File: config.mk
export PLATFORM = sky130hd
export DESIGN_NAME = civr_core
export DESIGN_NICKNAME = d
export VERILOG_FILES = /design/src/civr_pkg.sv /design/src/civr_arbiter.sv /design/src/civr_core.sv
export SDC_FILE = /design/constraint.sdc
export NUM_CORES = 1
export LEC_CHECK = 0
export ABC_AREA = 0
export BUFFER_PORTS_ARGS = -buffer_cell sky130_fd_sc_hd__buf_4
export CAP_MARGIN = 20
export CORE_MARGIN = 1.5
export CORE_UTILIZATION = 49
export CTS_CLUSTER_SIZE = 28
export DETAILED_ROUTE_END_ITERATION = 12
export PLACE_DENSITY = 0.74
export SYNTH_ARGS = -nofsm -noshare
export SYNTH_HDL_FRONTEND = slang
export SYNTH_SLANG_ARGS = --single-unit
export TNS_END_PERCENT = 5
File: constraint.sdc
create_clock -name clock -period 9.5 [get_ports clock]
set_input_delay 0.95 -clock clock [delete_from_list [all_inputs] [get_ports clock]]
set_output_delay 0.95 -clock clock [all_outputs]
set_load 0.05 [all_outputs]
File: src/civr_pkg.sv
// Constants, types and register map for the interrupt vectoring and reset block.
// Assumes a single 10 MHz clock and a synchronous active-low reset.
package civr_pkg;

	localparam int unsigned CLK_PERIOD_NS = 100;
	// Internal processing interval after reset release, in ns
	localparam int unsigned RESET_INTERVAL_NS = 700;
	localparam int unsigned RESET_INTERVAL_CYC =
		(RESET_INTERVAL_NS + CLK_PERIOD_NS - 1) / CLK_PERIOD_NS;

	// Vector types
	localparam logic [7:0] VT_DIVIDE    = 8'h00;
	localparam logic [7:0] VT_NMI       = 8'h02;
	localparam logic [7:0] VT_BREAK     = 8'h03;
	localparam logic [7:0] VT_OVERFLOW  = 8'h04;
	localparam logic [7:0] VT_BOUNDS    = 8'h05;
	localparam logic [7:0] VT_UNUSED_OP = 8'h06;
	localparam logic [7:0] VT_ESCAPE    = 8'h07;
	localparam logic [7:0] VT_TIMER0    = 8'h08;
	localparam logic [7:0] VT_DMA0      = 8'h0A;
	localparam logic [7:0] VT_DMA1      = 8'h0B;
	localparam logic [7:0] VT_EXT0      = 8'h0C;
	localparam logic [7:0] VT_TIMER1    = 8'h12;
	localparam logic [7:0] VT_TIMER2    = 8'h13;

	// Default priority levels (lower wins)
	localparam logic [3:0] PRI_TIMER = 4'h2;
	localparam logic [3:0] PRI_DMA   = 4'h5;
	localparam logic [3:0] PRI_EXT0  = 4'h6;
	localparam logic [3:0] PRI_NONE  = 4'hF;

	localparam logic [7:0] ESC_OPCODE_LO = 8'hD8;
	localparam logic [7:0] ESC_OPCODE_MASK = 8'hF8;
	localparam int unsigned PSW_IF_BIT = 9;
	localparam int unsigned PSW_TF_BIT = 8;
	localparam int unsigned PSW_OF_BIT = 11;

	// Reset values
	localparam logic [15:0] RST_PSW   = 16'hF002;
	localparam logic [15:0] RST_IP    = 16'h0000;
	localparam logic [15:0] RST_CS    = 16'hFFFF;
	localparam logic [15:0] RST_SEG   = 16'h0000;
	localparam logic [15:0] RST_RELOC = 16'h20FF;
	localparam logic [15:0] RST_UPPER_MEMORY_CHIP_SELECT  = 16'hFFFB;
	localparam logic [15:0] ZERO16    = 16'h0000;

	// Register word offsets (byte address = 4 * index)
	localparam logic [3:0] REG_PSW     = 4'h0;
	localparam logic [3:0] REG_IP      = 4'h1;
	localparam logic [3:0] REG_CS      = 4'h2;
	localparam logic [3:0] REG_DS      = 4'h3;
	localparam logic [3:0] REG_ES      = 4'h4;
	localparam logic [3:0] REG_SS      = 4'h5;
	localparam logic [3:0] REG_RELOC   = 4'h6;
	localparam logic [3:0] REG_UPPER_MEMORY_CHIP_SELECT    = 4'h7;
	localparam logic [3:0] REG_CTRL    = 4'h8;
	localparam logic [3:0] REG_SLVVEC  = 4'h9;
	localparam logic [3:0] REG_STATUS  = 4'hA;
	localparam logic [3:0] REG_SP      = 4'hB;
	localparam logic [31:0] UNMAPPED_RD = 32'hDEAD_BEEF;

	// Control register fields
	localparam int unsigned CTRL_SLAVE_BIT = 0;
	localparam int unsigned CTRL_UNIQUE_BIT = 1;

	typedef enum logic [2:0] {
		ST_RESET  = 3'b000,
		ST_RUN    = 3'b001,
		ST_PUSH   = 3'b011,
		ST_VECTOR = 3'b010,
		ST_INTERRUPT_RETURN   = 3'b110
	} civr_state_e;

	// Instruction-boundary report from the execution unit
	typedef struct packed {
		logic        boundary;
		logic [7:0]  opcode;
		logic        seg_prefix;
		logic        is_into;
		logic        bound_check;
		logic [15:0] bound_index;
		logic [15:0] bound_lo;
		logic [15:0] bound_hi;
		logic        undefined_op;
		logic        int_instr;
		logic [7:0]  int_type;
		logic        divide_error;
		logic        interrupt_return;
		logic [15:0] instr_ip;
		logic [15:0] prefix_ip;
		logic [15:0] next_ip;
	} civr_exec_s;

	// Maskable hardware request lines
	typedef struct packed {
		logic [2:0] timer;
		logic [1:0] dma;
		logic [3:0] ext;
	} civr_req_s;

	// Memory port toward the stack and vector table
	typedef struct packed {
		logic        valid;
		logic        write;
		logic [19:0] addr;
		logic [15:0] wdata;
	} civr_mem_s;

	function automatic logic [19:0] civr_phys(input logic [15:0] seg, input logic [15:0] off);
		civr_phys = {seg, 4'h0} + {4'h0, off};
	endfunction : civr_phys

endpackage : civr_pkg

File: src/civr_arbiter.sv
// Priority arbiter for maskable hardware requests.
// Assumes requests are levels held until serviced.
`timescale 1ns/1ps
`default_nettype none
module civr_arbiter
	import civr_pkg::*;
(
	input  wire civr_req_s  req,
	input  wire logic       slave_mode,
	input  wire logic       unique_pri,
	input  wire logic [3:0] pri_dma,
	input  wire logic [3:0] pri_ext,
	input  wire logic [7:0] slave_timer_base,
	input  wire logic [7:0] slave_dma_base,
	output var  logic       hit,
	output var  logic [7:0] vtype
);

	logic [3:0] best_pri;
	logic [3:0] lvl;
	logic [7:0] tvec;

	always_comb begin
		hit = 1'b0;
		vtype = VT_DIVIDE;
		best_pri = PRI_NONE;
		tvec = VT_TIMER0;
		lvl = PRI_NONE;
		// Timers share one level; timer 0 over 1 over 2
		if (req.timer[0]) begin
			tvec = slave_mode ? slave_timer_base : VT_TIMER0;
		end else if (req.timer[1]) begin
			tvec = slave_mode ? slave_timer_base + 8'h01 : VT_TIMER1;
		end else if (req.timer[2]) begin
			tvec = slave_mode ? slave_timer_base + 8'h02 : VT_TIMER2;
		end
		if (|req.timer) begin
			hit = 1'b1;
			vtype = tvec;
			best_pri = PRI_TIMER;
		end
		for (int i = 0; i < 2; i++) begin
			lvl = unique_pri ? pri_dma : PRI_DMA;
			if (req.dma[i] && lvl < best_pri) begin
				hit = 1'b1;
				best_pri = lvl;
				vtype = (slave_mode ? slave_dma_base : VT_DMA0) + 8'(i);
			end
		end
		for (int i = 0; i < 4; i++) begin
			lvl = unique_pri ? pri_ext : PRI_EXT0 + 4'(i);
			if (req.ext[i] && lvl < best_pri) begin
				hit = 1'b1;
				best_pri = lvl;
				vtype = VT_EXT0 + 8'(i);
			end
		end
	end

endmodule : civr_arbiter
`default_nettype wire

File: src/civr_core.sv
// Interrupt and exception vectoring with processor reset sequencing.
// Assumes an execution unit reporting instruction boundaries and memory answering one cycle after each read.
//
// The Avalon-MM interface to the registers and the placing of the registers were left to the implementer.
`timescale 1ns/1ps
`default_nettype none
module civr_core
	import civr_pkg::*;
(
	input  wire logic        clock,
	input  wire logic        resetn,
	input  wire civr_exec_s  exec,
	input  wire civr_req_s   req,
	input  wire logic        nmi,
	input  wire logic [15:0] mem_rdata,
	input  wire logic [5:0]  avs_address,
	input  wire logic        avs_read,
	input  wire logic        avs_write,
	input  wire logic [31:0] avs_writedata,
	output logic [31:0]      avs_readdata,
	output logic             avs_waitrequest,
	output civr_mem_s        mem,
	output logic             running,
	output logic             fetch_valid,
	output logic [19:0]      fetch_addr,
	output logic             service_pulse,
	output logic [7:0]       service_type
);

	civr_state_e state_reg;
	logic [15:0] psw_reg, ip_reg, cs_reg, ds_reg, es_reg, ss_reg, sp_reg;
	logic [15:0] reloc_reg, upper_memory_chip_select_reg, saved_psw_reg;
	logic [7:0]  ctrl_reg;
	logic [15:0] slvvec_reg;
	logic [15:0] ret_ip_reg;
	logic [7:0]  vtype_reg;
	logic [1:0]  step_reg;
	logic [7:0]  rst_cnt_reg;
	logic        nmi_prev_reg, nmi_pend_reg;
	logic        ack_reg;
	logic        arb_hit;
	logic [7:0]  arb_vtype;
	logic        take_int;
	logic [7:0]  take_type;
	logic [15:0] take_ret;
	logic        is_interrupt_return;
	logic        interrupt_return_pend;
	logic        avs_req;

	function automatic logic [15:0] vec_addr(input logic [7:0] vt);
		vec_addr = {6'h00, vt, 2'b00};
	endfunction : vec_addr

	civr_arbiter u_arb (
		.req              (req),
		.slave_mode       (ctrl_reg[CTRL_SLAVE_BIT]),
		.unique_pri       (ctrl_reg[CTRL_UNIQUE_BIT]),
		.pri_dma          (ctrl_reg[7:4]),
		.pri_ext          (slvvec_reg[15:12]),
		.slave_timer_base ({slvvec_reg[7:3], 3'b000}),
		.slave_dma_base   ({slvvec_reg[11:8], 4'h0}),
		.hit              (arb_hit),
		.vtype            (arb_vtype)
	);

	// Software events from the current instruction win; hardware after.
	always_comb begin
		take_int = 1'b0;
		take_type = VT_DIVIDE;
		take_ret = exec.next_ip;
		is_interrupt_return = 1'b0;
		if (state_reg == ST_RUN && exec.boundary) begin
			if ((exec.opcode & ESC_OPCODE_MASK) == ESC_OPCODE_LO) begin
				take_int = 1'b1;
				take_type = VT_ESCAPE;
				take_ret = exec.seg_prefix ? exec.prefix_ip : exec.instr_ip;
			end else if (exec.undefined_op) begin
				take_int = 1'b1;
				take_type = VT_UNUSED_OP;
			end else if (exec.divide_error) begin
				take_int = 1'b1;
				take_type = VT_DIVIDE;
			end else if (exec.is_into && psw_reg[PSW_OF_BIT]) begin
				take_int = 1'b1;
				take_type = VT_OVERFLOW;
			end else if (exec.bound_check &&
				($signed(exec.bound_index) < $signed(exec.bound_lo) ||
				 $signed(exec.bound_index) > $signed(exec.bound_hi))) begin
				take_int = 1'b1;
				take_type = VT_BOUNDS;
			end else if (exec.int_instr) begin
				take_int = 1'b1;
				take_type = exec.int_type;
			end else if (exec.interrupt_return) begin
				is_interrupt_return = 1'b1;
			end else if (nmi_pend_reg) begin
				take_int = 1'b1;
				take_type = VT_NMI;
			end else if (arb_hit && psw_reg[PSW_IF_BIT]) begin
				take_int = 1'b1;
				take_type = arb_vtype;
			end
		end else if (state_reg == ST_INTERRUPT_RETURN && step_reg == 2'b11) begin
			take_ret = ip_reg;
			if (nmi_pend_reg) begin
				take_int = 1'b1;
				take_type = VT_NMI;
			end else if (arb_hit && mem_rdata[PSW_IF_BIT]) begin
				take_int = 1'b1;
				take_type = arb_vtype;
			end
		end
	end

	assign interrupt_return_pend = nmi_pend_reg || (arb_hit && saved_psw_reg[PSW_IF_BIT]);
	assign avs_req = (avs_read || avs_write) && !ack_reg;

	// NMI edge latch; new edge wins over the clear
	always_ff @(posedge clock) begin
		if (!resetn) begin
			nmi_prev_reg <= 1'b0;
			nmi_pend_reg <= 1'b0;
		end else begin
			nmi_prev_reg <= nmi;
			if (nmi && !nmi_prev_reg) begin
				nmi_pend_reg <= 1'b1;
			end else if (take_int && take_type == VT_NMI && !exec.int_instr) begin
				nmi_pend_reg <= 1'b0;
			end
		end
	end

	// Sequencer
	always_ff @(posedge clock) begin
		if (!resetn) begin
			state_reg <= ST_RESET;
			rst_cnt_reg <= 8'h00;
			step_reg <= 2'b00;
			vtype_reg <= VT_DIVIDE;
			ret_ip_reg <= RST_IP;
		end else begin
			case (state_reg)
				ST_RESET: begin
					if (rst_cnt_reg == 8'(RESET_INTERVAL_CYC - 1)) begin
						state_reg <= ST_RUN;
					end else begin
						rst_cnt_reg <= rst_cnt_reg + 8'h01;
					end
				end
				ST_RUN: begin
					if (take_int) begin
						state_reg <= ST_PUSH;
						vtype_reg <= take_type;
						ret_ip_reg <= take_ret;
						step_reg <= 2'b00;
					end else if (is_interrupt_return) begin
						state_reg <= ST_INTERRUPT_RETURN;
						step_reg <= 2'b00;
					end
				end
				ST_PUSH: begin
					step_reg <= step_reg + 2'b01;
					if (step_reg == 2'b10) begin
						state_reg <= ST_VECTOR;
						step_reg <= 2'b00;
					end
				end
				ST_VECTOR: begin
					step_reg <= step_reg + 2'b01;
					if (step_reg == 2'b11) begin
						state_reg <= ST_RUN;
					end
				end
				ST_INTERRUPT_RETURN: begin
					step_reg <= step_reg + 2'b01;
					if (step_reg == 2'b11) begin
						state_reg <= take_int ? ST_PUSH : ST_RUN;
						vtype_reg <= take_type;
						ret_ip_reg <= take_ret;
					end
				end
				default: state_reg <= ST_RESET;
			endcase
		end
	end

	// Memory port: push PSW, CS, IP then read offset and segment
	always_ff @(posedge clock) begin
		if (!resetn) begin
			mem <= '0;
		end else begin
			mem <= '0;
			case (state_reg)
				ST_PUSH: begin
					mem.valid <= 1'b1;
					mem.write <= 1'b1;
					mem.addr <= civr_phys(ss_reg, sp_reg - 16'h0002);
					case (step_reg)
						2'b00: mem.wdata <= psw_reg;
						2'b01: mem.wdata <= cs_reg;
						default: mem.wdata <= ret_ip_reg;
					endcase
				end
				// Reads go out two cycles ahead of the register that takes them
				ST_VECTOR: begin
					mem.valid <= !step_reg[1];
					mem.addr <= civr_phys(ZERO16, vec_addr(vtype_reg) + {14'h0000, step_reg[0], 1'b0});
				end
				ST_INTERRUPT_RETURN: begin
					mem.valid <= !step_reg[1];
					mem.addr <= civr_phys(ss_reg, sp_reg);
				end
				ST_RUN: begin
					mem.valid <= is_interrupt_return;
					mem.addr <= civr_phys(ss_reg, sp_reg);
				end
				default: ;
			endcase
		end
	end

	// Stack pointer
	always_ff @(posedge clock) begin
		if (!resetn) begin
			sp_reg <= RST_SEG;
		end else if (state_reg == ST_PUSH) begin
			sp_reg <= sp_reg - 16'h0002;
		end else if (is_interrupt_return || (state_reg == ST_INTERRUPT_RETURN && !step_reg[1])) begin
			sp_reg <= sp_reg + 16'h0002;
		end else if (avs_write && avs_req && avs_address[5:2] == REG_SP) begin
			sp_reg <= avs_writedata[15:0];
		end
	end

	// Architectural registers, reset values and software writes
	always_ff @(posedge clock) begin
		if (!resetn) begin
			psw_reg <= RST_PSW;
			ip_reg <= RST_IP;
			cs_reg <= RST_CS;
			ds_reg <= RST_SEG;
			es_reg <= RST_SEG;
			ss_reg <= RST_SEG;
			reloc_reg <= RST_RELOC;
			upper_memory_chip_select_reg <= RST_UPPER_MEMORY_CHIP_SELECT;
			saved_psw_reg <= RST_PSW;
			ctrl_reg <= 8'h00;
			slvvec_reg <= 16'h0000;
		end else begin
			if (state_reg == ST_PUSH && step_reg == 2'b00) begin
				saved_psw_reg <= psw_reg;
				psw_reg[PSW_IF_BIT] <= 1'b0;
				psw_reg[PSW_TF_BIT] <= 1'b0;
			end else if (state_reg == ST_VECTOR && step_reg[1]) begin
				if (!step_reg[0]) begin
					ip_reg <= mem_rdata;
				end else begin
					cs_reg <= mem_rdata;
				end
			end else if (state_reg == ST_INTERRUPT_RETURN && step_reg != 2'b00) begin
				case (step_reg)
					2'b01: ip_reg <= mem_rdata;
					2'b10: cs_reg <= mem_rdata;
					default: psw_reg <= mem_rdata;
				endcase
			end else if (state_reg == ST_RUN && exec.boundary && !take_int) begin
				ip_reg <= exec.next_ip;
			end else if (avs_write && avs_req) begin
				case (avs_address[5:2])
					REG_PSW: psw_reg <= avs_writedata[15:0];
					REG_IP: ip_reg <= avs_writedata[15:0];
					REG_CS: cs_reg <= avs_writedata[15:0];
					REG_DS: ds_reg <= avs_writedata[15:0];
					REG_ES: es_reg <= avs_writedata[15:0];
					REG_SS: ss_reg <= avs_writedata[15:0];
					REG_RELOC: reloc_reg <= avs_writedata[15:0];
					REG_UPPER_MEMORY_CHIP_SELECT: upper_memory_chip_select_reg <= avs_writedata[15:0];
					REG_CTRL: ctrl_reg <= avs_writedata[7:0];
					REG_SLVVEC: slvvec_reg <= avs_writedata[15:0];
					default: ;
				endcase
			end
		end
	end

	// Fetch and status outputs
	always_ff @(posedge clock) begin
		if (!resetn) begin
			running <= 1'b0;
			fetch_valid <= 1'b0;
			fetch_addr <= 20'h0_0000;
			service_pulse <= 1'b0;
			service_type <= VT_DIVIDE;
		end else begin
			running <= (state_reg != ST_RESET);
			fetch_valid <= (state_reg == ST_RUN) && !take_int && !is_interrupt_return;
			fetch_addr <= civr_phys(cs_reg, ip_reg);
			service_pulse <= take_int;
			service_type <= take_type;
		end
	end

	// Avalon slave: one wait cycle then answer
	always_ff @(posedge clock) begin
		if (!resetn) begin
			ack_reg <= 1'b0;
			avs_readdata <= 32'h0000_0000;
		end else begin
			ack_reg <= avs_req;
			if (avs_read && avs_req) begin
				case (avs_address[5:2])
					REG_PSW: avs_readdata <= {16'h0000, psw_reg};
					REG_IP: avs_readdata <= {16'h0000, ip_reg};
					REG_CS: avs_readdata <= {16'h0000, cs_reg};
					REG_DS: avs_readdata <= {16'h0000, ds_reg};
					REG_ES: avs_readdata <= {16'h0000, es_reg};
					REG_SS: avs_readdata <= {16'h0000, ss_reg};
					REG_RELOC: avs_readdata <= {16'h0000, reloc_reg};
					REG_UPPER_MEMORY_CHIP_SELECT: avs_readdata <= {16'h0000, upper_memory_chip_select_reg};
					REG_CTRL: avs_readdata <= {24'h00_0000, ctrl_reg};
					REG_SLVVEC: avs_readdata <= {16'h0000, slvvec_reg};
					REG_STATUS: avs_readdata <= {16'h0000, 4'h0, interrupt_return_pend, state_reg, vtype_reg};
					REG_SP: avs_readdata <= {16'h0000, sp_reg};
					default: avs_readdata <= UNMAPPED_RD;
				endcase
			end
		end
	end

	// Waitrequest high except in the answer cycle
	always_ff @(posedge clock) begin
		if (!resetn) begin
			avs_waitrequest <= 1'b1;
		end else begin
			avs_waitrequest <= !avs_req;
		end
	end

endmodule : civr_core
`default_nettype wire

== Word-level counts from Yosys, hierarchy flattened ==
Cells that the tools add are included.

* Bits in registers: 320

* $add $sub $neg: 11
* Reductions and logical operators: 74
* Multiplexer cells: 117
* Bitwise operators: 6
* Magnitude comparators: 8
* Eq/ne operators: 34

{| class="wikitable"
|+ Operators with widths
! kind !! count
|-
| 16-bit 2-to-1 mux || 28
|-
| 32-bit one-hot mux with 12 select lines || 1
|-
| 8-bit 2-to-1 mux || 29
|-
| 16-bit one-hot mux with 2 select lines || 2
|-
| 20-bit by 16-bit adder with 20-bit output || 3
|-
| 20-bit one-hot mux with 3 select lines || 1
|-
| 6-bit AND reduction || 9
|-
| 4-bit 2-to-1 mux || 11
|-
| 1-bit 2-to-1 mux || 31
|-
| 1-bit logical AND || 27
|-
| 8-bit by 1-bit adder with 8-bit output (second input constant) || 3
|-
| 4-bit less-than comparator || 6
|-
| 3-bit 2-to-1 mux || 6
|-
| 2-bit != test (second input constant) || 9
|-
| 16-bit by 2-bit adder with 16-bit output (second input constant) || 1
|-
| 4-bit by 3-bit == test with 1-bit output (second input constant) || 4
|-
| 4-bit == test (second input constant) || 4
|-
| 16-bit greater-than comparator || 1
|-
| 16-bit less-than comparator || 1
|-
| 8-bit one-hot mux with 2 select lines || 1
|-
| 16-bit by 2-bit subtractor with 16-bit output (second input constant) || 1
|-
| 3-bit one-hot mux with 5 select lines || 1
|-
| 5-bit AND reduction || 3
|-
| 3-bit nonzero test || 5
|-
| 30 further kinds || 62
|}

== Logic depth before layout (Yosys ltp) ==
Gate-level depths: netlist of the first run.

* Word-level depth: 36
* Mapped depth: 46
* Depth with buffers taken out: 41

== Cells and area by module ==
From an unflattened synthesis of the first run, not the netlist that was laid out.

* Cell total of the unflattened synthesis: 2,091
* Area, all modules: 17,448.0 µm²

{| class="wikitable"
|+ Modules (own cells, without submodules)
! module !! times used !! cells an instance !! area each (µm²) !! seq. area each (µm²)
|-
| civr_core || 1 || 1,862 || 15,832.7 || 5,925.7
|-
| civr_arbiter || 1 || 229 || 1,615.3 || 0.0
|}

== Worst setup path after synthesis of the first run ==
OpenSTA, ideal clock, no wires.

* Path type: input port to flip-flop
* From: input port req[8] in the netlist's numbering
* To: register psw_reg[15]
* Buffers on the path: 4
* Stages on the path: 43
* Library setup time: 121 ps
* Setup slack: 410 ps
* Arrival time: 8,969 ps
* Cell sequence: nor3_4 inv_1 ha_1 nand2b_1 a21oi_1 nor2_1 a21oi_1 ha_1 nand2b_1 o22ai_2 or2_1 buf_6 a21oi_1 ha_1 a31oi_1 o21ai_1 nand2_1 o21ai_0 [... 7 more ...] ha_1 a21oi_1 nor2b_1 a2111o_1 buf_6 mux2_2 ha_1 nand3_1 nand2b_1 a211oi_1 o21ai_0 o31ai_4 nand2_1 o21a_1 buf_6 a21oi_4 buf_6 mux2_4

* Word-level cells in the longest chain between the ends: 35
* Elaborated cells between the ends (all ways): 45

{| class="wikitable"
|+ Ends and longest elaborated chain
! item !! RTL line !! text
|-
| from (decl) || civr_core.sv:13 || <nowiki>input wire civr_req_s req,</nowiki>
|-
| 3-bit OR reduction * || civr_arbiter.sv:37 || <nowiki>if (|req.timer) begin</nowiki>
|-
| 4-bit 2-to-1 mux || civr_arbiter.sv:37 ||
|-
| 4-bit less-than comparator || civr_arbiter.sv:44 || <nowiki>if (req.dma[i] && lvl < best_pri) begin</nowiki>
|-
| 1-bit logical AND || civr_arbiter.sv:44 ||
|-
| 4-bit 2-to-1 mux || civr_arbiter.sv:44 ||
|-
| 4-bit less-than comparator || civr_arbiter.sv:44 ||
|-
| 1-bit logical AND || civr_arbiter.sv:44 ||
|-
| 4-bit 2-to-1 mux || civr_arbiter.sv:44 ||
|-
| [... 19 more ...] || n/a ||
|-
| 1-bit 2-to-1 mux || civr_core.sv:80 || <nowiki>end else if (exec.divide_error) begin</nowiki>
|-
| 1-bit 2-to-1 mux || civr_core.sv:77 || <nowiki>end else if (exec.undefined_op) begin</nowiki>
|-
| 1-bit 2-to-1 mux || civr_core.sv:73 || <nowiki>if ((exec.opcode & ESC_OPCODE_MASK) == ESC_OPCODE_LO) begin</nowiki>
|-
| 1-bit 2-to-1 mux * || civr_core.sv:72 || <nowiki>if (state_reg == ST_RUN && exec.boundary) begin</nowiki>
|-
| 1-bit zero test * || civr_core.sv:266 || <nowiki>end else if (state_reg == ST_RUN && exec.boundary && !take_int) begin</nowiki>
|-
| 1-bit logical AND * || civr_core.sv:266 ||
|-
| 2-bit != test (no line) * || n/a ||
|-
| 6-bit AND reduction (no line) * || n/a ||
|-
| to (signal assigned) || civr_core.sv:264 || <nowiki>default: psw_reg <= mem_rdata;</nowiki>
|-
| to (signal assigned) || civr_core.sv:270 || <nowiki>REG_PSW: psw_reg <= avs_writedata[15:0];</nowiki>
|-
| to (decl) || civr_core.sv:31 || <nowiki>logic [15:0] psw_reg, ip_reg, cs_reg, ds_reg, es_reg, ss_reg, sp_reg;</nowiki>
|}

Mark *: on every way between the ends. The rest lies on a longest branch, timed or not.
A chain may end at the register's enable or synchronous reset.

== Final worst setup path of the first run ==
* From: input port req[7] in the netlist's numbering
* To: register ip_reg[10]

* Word-level cells in the longest chain between the ends: 36
* Elaborated cells between the ends (all ways): 49

{| class="wikitable"
|+ Ends and longest elaborated chain
! item !! RTL line !! text
|-
| 3-bit OR reduction * || civr_arbiter.sv:37 ||
|-
| 4-bit 2-to-1 mux || civr_arbiter.sv:37 ||
|-
| 4-bit less-than comparator || civr_arbiter.sv:44 ||
|-
| 1-bit logical AND || civr_arbiter.sv:44 ||
|-
| 4-bit 2-to-1 mux || civr_arbiter.sv:44 ||
|-
| 4-bit less-than comparator || civr_arbiter.sv:44 ||
|-
| 1-bit logical AND || civr_arbiter.sv:44 ||
|-
| 4-bit 2-to-1 mux || civr_arbiter.sv:44 ||
|-
| [... 20 more ...] || n/a ||
|-
| 1-bit 2-to-1 mux || civr_core.sv:77 ||
|-
| 1-bit 2-to-1 mux || civr_core.sv:73 ||
|-
| 1-bit 2-to-1 mux * || civr_core.sv:72 ||
|-
| 1-bit zero test * || civr_core.sv:266 ||
|-
| 1-bit logical AND * || civr_core.sv:266 ||
|-
| 16-bit 2-to-1 mux || civr_core.sv:266 ||
|-
| 16-bit 2-to-1 mux || civr_core.sv:260 || <nowiki>end else if (state_reg == ST_INTERRUPT_RETURN && step_reg != 2'b00) begin</nowiki>
|-
| 16-bit 2-to-1 mux || civr_core.sv:254 || <nowiki>end else if (state_reg == ST_VECTOR && step_reg[1]) begin</nowiki>
|-
| to (signal assigned) || civr_core.sv:256 || <nowiki>ip_reg <= mem_rdata;</nowiki>
|-
| to (signal assigned) || civr_core.sv:262 || <nowiki>2'b01: ip_reg <= mem_rdata;</nowiki>
|-
| to (signal assigned) || civr_core.sv:267 || <nowiki>ip_reg <= exec.next_ip;</nowiki>
|-
| to (decl) || civr_core.sv:31 ||
|}

Marks and branches as above.

==> flow_summary.toml, run 1 <==
[outcome]
outcome = "finished clean"

[power]
vdd.ir_drop.worst_mv = 0.145
power_w = 0.00303
pwr_density_cell_nw_per_um2 = 147
p_leak_nw = 8.36

[yosys]
synth.ff_latch_count = 296
yosys.area.top_type_share = 0.343
netlist_top_cells_count = "dfxtp_1 (296), o21ai_0 (228), nand2_1 (203)"
synthFlopType = "dfxtp_1"
synth_cells = 2201
netlist_area_um2 = 17300
count_of_flip_flops_with_a_built_in_enable_after_synthesis = 0
ys_top_cells_by_area = "dfxtp_1 (34%), o21ai_0 (6.6%), ha_1 (5.4%), nand3_1 (4.7%), a21oi_1 (4.7%)"
yosysWarningCount = 0
synth_async_sr_flop_share = 0
synth-seq-area-share = 0.343
synth_cell_type_count = 84
post_synth.cell_area_avg_um2 = 7.86
synth_most_common_cell = "dfxtp_1"
post_synth_top_area_cell = "dfxtp_1"

[finish]
post_synthesis_to_final_layout_area_growth_pct = 19.5
largest-register = "mem"
reg_top3 = "mem x38, fetch_addr x20, avs_readdata x17"
drive_gt1_frac = 0.185
final_core_util = 0.597
final_net_count = 2630
largest_register_ffs = 38

[flow_run]
number_of_maximum_capacitance_constraint_violations = 0

[floorplanning]
placementRows = 68
core-area_um2 = 34600
start_util = 0.499
fp.dieH_um = 191
die_x_um = 191
die_area_um2 = 36400
total_i_o_pin_count = 290

[critical_path]
startpoint_type = "input port"
critical-path-top-cell-by-count = "ha_1"
worst-endpoint-required_ns = 10.02
cp.buffers_inverters = 4
crit_family = "compound AO/OA/AOI/OAI gates"
worst_ep_arrival_time_ns = 9.37
ws_path_type = "in -> reg"
ff2ff_setup_slack_ns = 0.71
slowest_stage = "a2111o_1"
crit_fanout = 14
critPathCaptureType = "flop"
worst_stage_delay_on_the_critical_path_ns = 0.46

[timing]
slew_headroom = 0.241
setup_total_negative_slack_ns = 0
number_of_setup_violations_in_the_final_report = 0
achievable-frequency_mhz = 113
final_critical_path_setup_slack_ns = 0.646
drv_slew = 0
hold_viol_final = 0
final_period_minus_worst_setup_slack_ns = 8.85
max_slew.worst_pin.slew_ns = 1.13
min_period_over_period = 0.932
clock_skew_ns = 0.0160
grt_setup_unrepaired = "no"

[placed_design]
place_hpwl_mm = 46.3
place.port_buffers = 263
pre_cts_slack_ns = -0.0588
placer_congestion_estimate = 0.951

[route]
drt_first_iter_violations = 2484
drt-vias-per-instance = 6.49
detail-route-antenna-nets = 0
sum_of_routed_wire_length_over_all_layers_mm = 65.5
dr.pass1.iters = 8
wire_per_inst_um = 23.0
drc = 0
num_vias = 18500

[clock_tree]
cts-root-to-sink-buffers = 3
ctsHoldBuffers = 0
clk_pin_slew_ns = 0.06
tritoncts = "built"
worst_skew_pair.late_latency_ns = 0.60
clock-root-buffer = "clkbuf_16"
cts_setup_buffers = 0
cts.repair.resized = 0
total_number_of_clock_tree_sinks = 296
cts_made_buffers = 31
ctsHtreeMaxLevel = 1

[worst_hold_path]
holdCritPathClass = "reg -> reg"

[global_routing]
global_route_wire_length_before_repair_mm = 100
largest_net_degree_at_the_start_of_global_routing = 86
grt_overflow_total = 0
via_count_of_the_first_global_routing_pass = 17500
initial_antenna_violation_count = 0
gr-usage-all-layers = 0.352
metal layers:
| metal | global-route usage | vias to the layer above | part of all wire |
|---|---|---|---|
| li1 | - | 8284 | - |
| met1 | 0.468 | 8722 | 0.39 |
| met5 | 0 | - | 0 |
| met3 | 0.0839 | 217 | 0.12 |
| met4 | 0.172 | 0 | 0.052 |
| met2 | 0.533 | 1229 | 0.43 |
final timing paths:
path,start,endpoint,cells past startpoint
min reg2reg,avs_readdata[4],avs_readdata[4],2
min,avs_readdata[4],avs_readdata[4],2
max reg2reg,ctrl_reg[1],ip_reg[10],38
max,req[7],ip_reg[10],41
worst reg2reg max path, delay by kind of cell (launching register included):
family	cells	cell delay (ns)
DFF	1	0.72
adders and majority gates	6	1.76
AOI/OAI and AO/OA	18	3.70
muxes	2	0.61
buffers and inverters	2	0.38
and+or+nand+nor	10	1.52
per-stage QoR:
step | hold slack [ns] | std cells | cell area [um2]
2_1_floorplan | 0.417 | 2205 | 17300
3_3_place_gp | 0.444 | 2787 | 19600
3_5_place_dp | 0.454 | 2787 | 19600
4_1_cts | 0.464 | 2843 | 20600
5_1_grt | 0.494 | 2844 | 20700
6_report | 0.470 | 2845 | 20700
final cells by class:
cell class / count / area, um2
antenna: 1 / 2.50
clock buffer: 45 / 928
clock inverter: 11 / 120
fill: 3118 / 14000
inverter: 75 / 284
multi-input combinational: 1639 / 10300
sequential: 296 / 5930
tap: 455 / 569
timing repair buffer: 323 / 2540
logic make-up (layout without fill, tap and decap cells):
family	after synthesis	after routing	share of synthesized area
compound gates	704	704	0.262
xor+xnor	47	47	0.0238
fa+ha+maj	76	76	0.0559
buf+inv	270	454	0.0667
flops	296	296	0.343
mux	83	83	0.0530
other cells	1	6	0.000217
simple gates	724	724	0.196
power by group:
group	total, W	internal, W	switching (W)
clock	0.00126	0.000730	0.000535
sequential	0.00129	0.00127	0.0000265
combinational	0.000468	0.000182	0.000286
placed cells by master (no fill, tap or decap), types with 27 or more instances in the layout:
master       n
a211oi_1    28
o21ai_0    226
mux2i_1     60
xnor2_1     32
ha_1        74
nor3_1      32
a31oi_1     27
a22oi_1     55
nand2b_1    30
dfxtp_1    296
clkbuf_16   31
buf_4      313
inv_1       74
a21oi_1    160
nand3_1    163
nand2_1    203
nor2_1     177
a221oi_1    43
Power figures use the tool's default switching activity.
==> run 2, diff against run 1 <==
CORE_UTILIZATION = 47   (was 49)
PLACE_DENSITY = 0.71   (was 0.74)
==> flow_summary.toml, run 2 (synthesis gave the netlist of run 1 again) <==
[clock_tree]
clk_pin_slew_ns = 0.07
cts-root-to-sink-buffers = 3
total_number_of_clock_tree_sinks = 296
ctsHtreeMaxLevel = 2
cts_made_buffers = 35
clock-root-buffer = "clkbuf_16"
worst_skew_pair.late_latency_ns = 0.56
tritoncts = "built"

[critical_path]
worst_stage_delay_on_the_critical_path_ns = 0.47
r2r.worst_path.cells = 38
crit_fanout = 33
ff2ff_setup_slack_ns = 0.88
critPathCaptureType = "flop"
worstReg2RegStart = "ctrl_reg[1]"
slowest_stage = "a2111o_1"
startpoint_type = "input port"
worst_ep_arrival_time_ns = 9.25
worst-endpoint-required_ns = 9.97
r2r_endpoint = "psw_reg[8]"
ws_path_type = "in -> reg"
critical-path-top-cell-by-count = "ha_1"

[power]
power.share.switching = 0.276
vdd.ir_drop.worst_mv = 0.120
share_clk_of_total_power = 0.447
power.share.combinational = 0.146
power_w = 0.00318
pwr_density_cell_nw_per_um2 = 153
p_seq_frac = 0.407
switching_power_w = 0.000880
cell_internal_pwr_w = 0.00230
p_leak_nw = 8.41

[timing]
hold_slack_ns = 0.454
achievable-frequency_mhz = 114
slew_headroom = 0.305
drv_slew = 0
final_critical_path_setup_slack_ns = 0.722
grt_setup_unrepaired = "no"
clock_skew_ns = 0.0291
number_of_setup_violations_in_the_final_report = 0
hold_viol_final = 0
min_period_over_period = 0.924
final_period_minus_worst_setup_slack_ns = 8.78
max_slew.worst_pin.slew_ns = 1.04
setup_total_negative_slack_ns = 0

[finish]
mostFrequentLayoutCells = "buf_4 (311), dfxtp_1 (295), o21ai_0 (226)"
final_cell_count_no_fill = 2861
final_net_count = 2631
largest-register = "mem"
post_synthesis_to_final_layout_area_growth_pct = 20.3
antenna_diode_count = 0
largest_register_ffs = 38
reg_top3 = "mem x38, fetch_addr x20, avs_readdata x17"
drive_gt1_frac = 0.186
layout.cells.most_common = "buf_4"

[floorplanning]
core-area_um2 = 36400
die_area_um2 = 37900
fp.dieH_um = 195
die_x_um = 195
start_util = 0.475
total_i_o_pin_count = 290
placementRows = 70

[worst_hold_path]
timing.hold.worst.start = "saved_psw_reg[9]"
whs_path_depth = 2
holdPathEnd = "saved_psw_reg[9]"
holdCritPathClass = "reg -> reg"

[global_routing]
global_route_wire_length_before_repair_mm = 99.4
gr-usage-all-layers = 0.336
largest_net_degree_at_the_start_of_global_routing = 84
initial_antenna_violation_count = 1
grt_overflow_total = 0
via_count_of_the_first_global_routing_pass = 17100

[route]
drt-vias-per-instance = 6.40
drt_first_iter_violations = 2282
detail-route-antenna-nets = 0
wire_per_inst_um = 22.9
dr.pass1.iters = 6
num_vias = 18300
sum_of_routed_wire_length_over_all_layers_mm = 65.7
drc = 0

[placed_design]
place.port_buffers = 263
placer_congestion_estimate = 0.932
place.detailed.instances = 2795
place_hpwl_mm = 46.7
pre_cts_slack_ns = 0.0844

[flow_run]
number_of_maximum_capacitance_constraint_violations = 0

[outcome]
outcome = "finished clean"
## run 2: cell types whose count changed in the layout (fill, tap and decap cells not counted), moves of 2 or more
cell       previous run  this run
clkbuf_16            31        36
bufinv_16             2         4
inv_6                 0         2
buf_4               313       311
clkbuf_8             10         6
## run 2: power groups by stage
stage | sequential, W | clock, W | combinational (W)
5_1_grt | 0.00130 | 0.00148 | 0.000501
4_1_cts | 0.00129 | 0.00143 | 0.000459
3_5_place_dp | 0.00132 | 0 | 0.000456
2_1_floorplan | 0.00135 | 0 | 0.000251
6_report | 0.00129 | 0.00142 | 0.000465
3_3_place_gp | 0.00132 | 0 | 0.000449
## run 2: critical path: cells and delay by family
family                     cells  cell delay, ns
and+or+nand+nor               11            1.65
buffers and inverters          3            0.53
muxes                          1            0.31
AOI/OAI and AO/OA             19            4.10
adders and majority gates      6            1.70
## run 2: what timing repair did
item                       4_1_cts  5_1_grt
buffers inserted                 0        1
hold buffers                     0        0
setup endpoints to repair        0      137
gates resized for setup          0        4
## run 2: metrics by stage
step | cell area, um2 | utilization
after floorplan | 17300 | -
after global placement | 19500 | 0.536
after detailed placement | 19500 | 0.536
after CTS | 20700 | 0.569
after global routing | 20800 | 0.571
final | 20800 | 0.571
## run 2: cell type report
class                   instances  area, um2
clock buffers                  47       1000
clock inverters                16        205
fillers                      3341      15600
inverters                      75        284
multi-input cells            1639      10300
flip-flops and latches        296       5930
well taps                     468        586
repair buffers                320       2510
## run 2: per-layer routing
metal	track usage	wire (um)
met5	0	11
met4	0.172	3460
met3	0.0906	7810
met2	0.507	28400
met1	0.440	26000
## run 2: worst max-delay path by stage
stage	depth (start not counted)	slack, ns	start	to
after floorplan	43	0.41	req[8]	psw_reg[15]
after global placement	39	0.14	req[8]	psw_reg[13]
after detailed placement	40	0.08	req[8]	psw_reg[4]
after CTS	37	0.58	ctrl_reg[1]	psw_reg[4]
after global routing	40	0.02	req[8]	psw_reg[9]
final	40	0.72	req[8]	psw_reg[8]
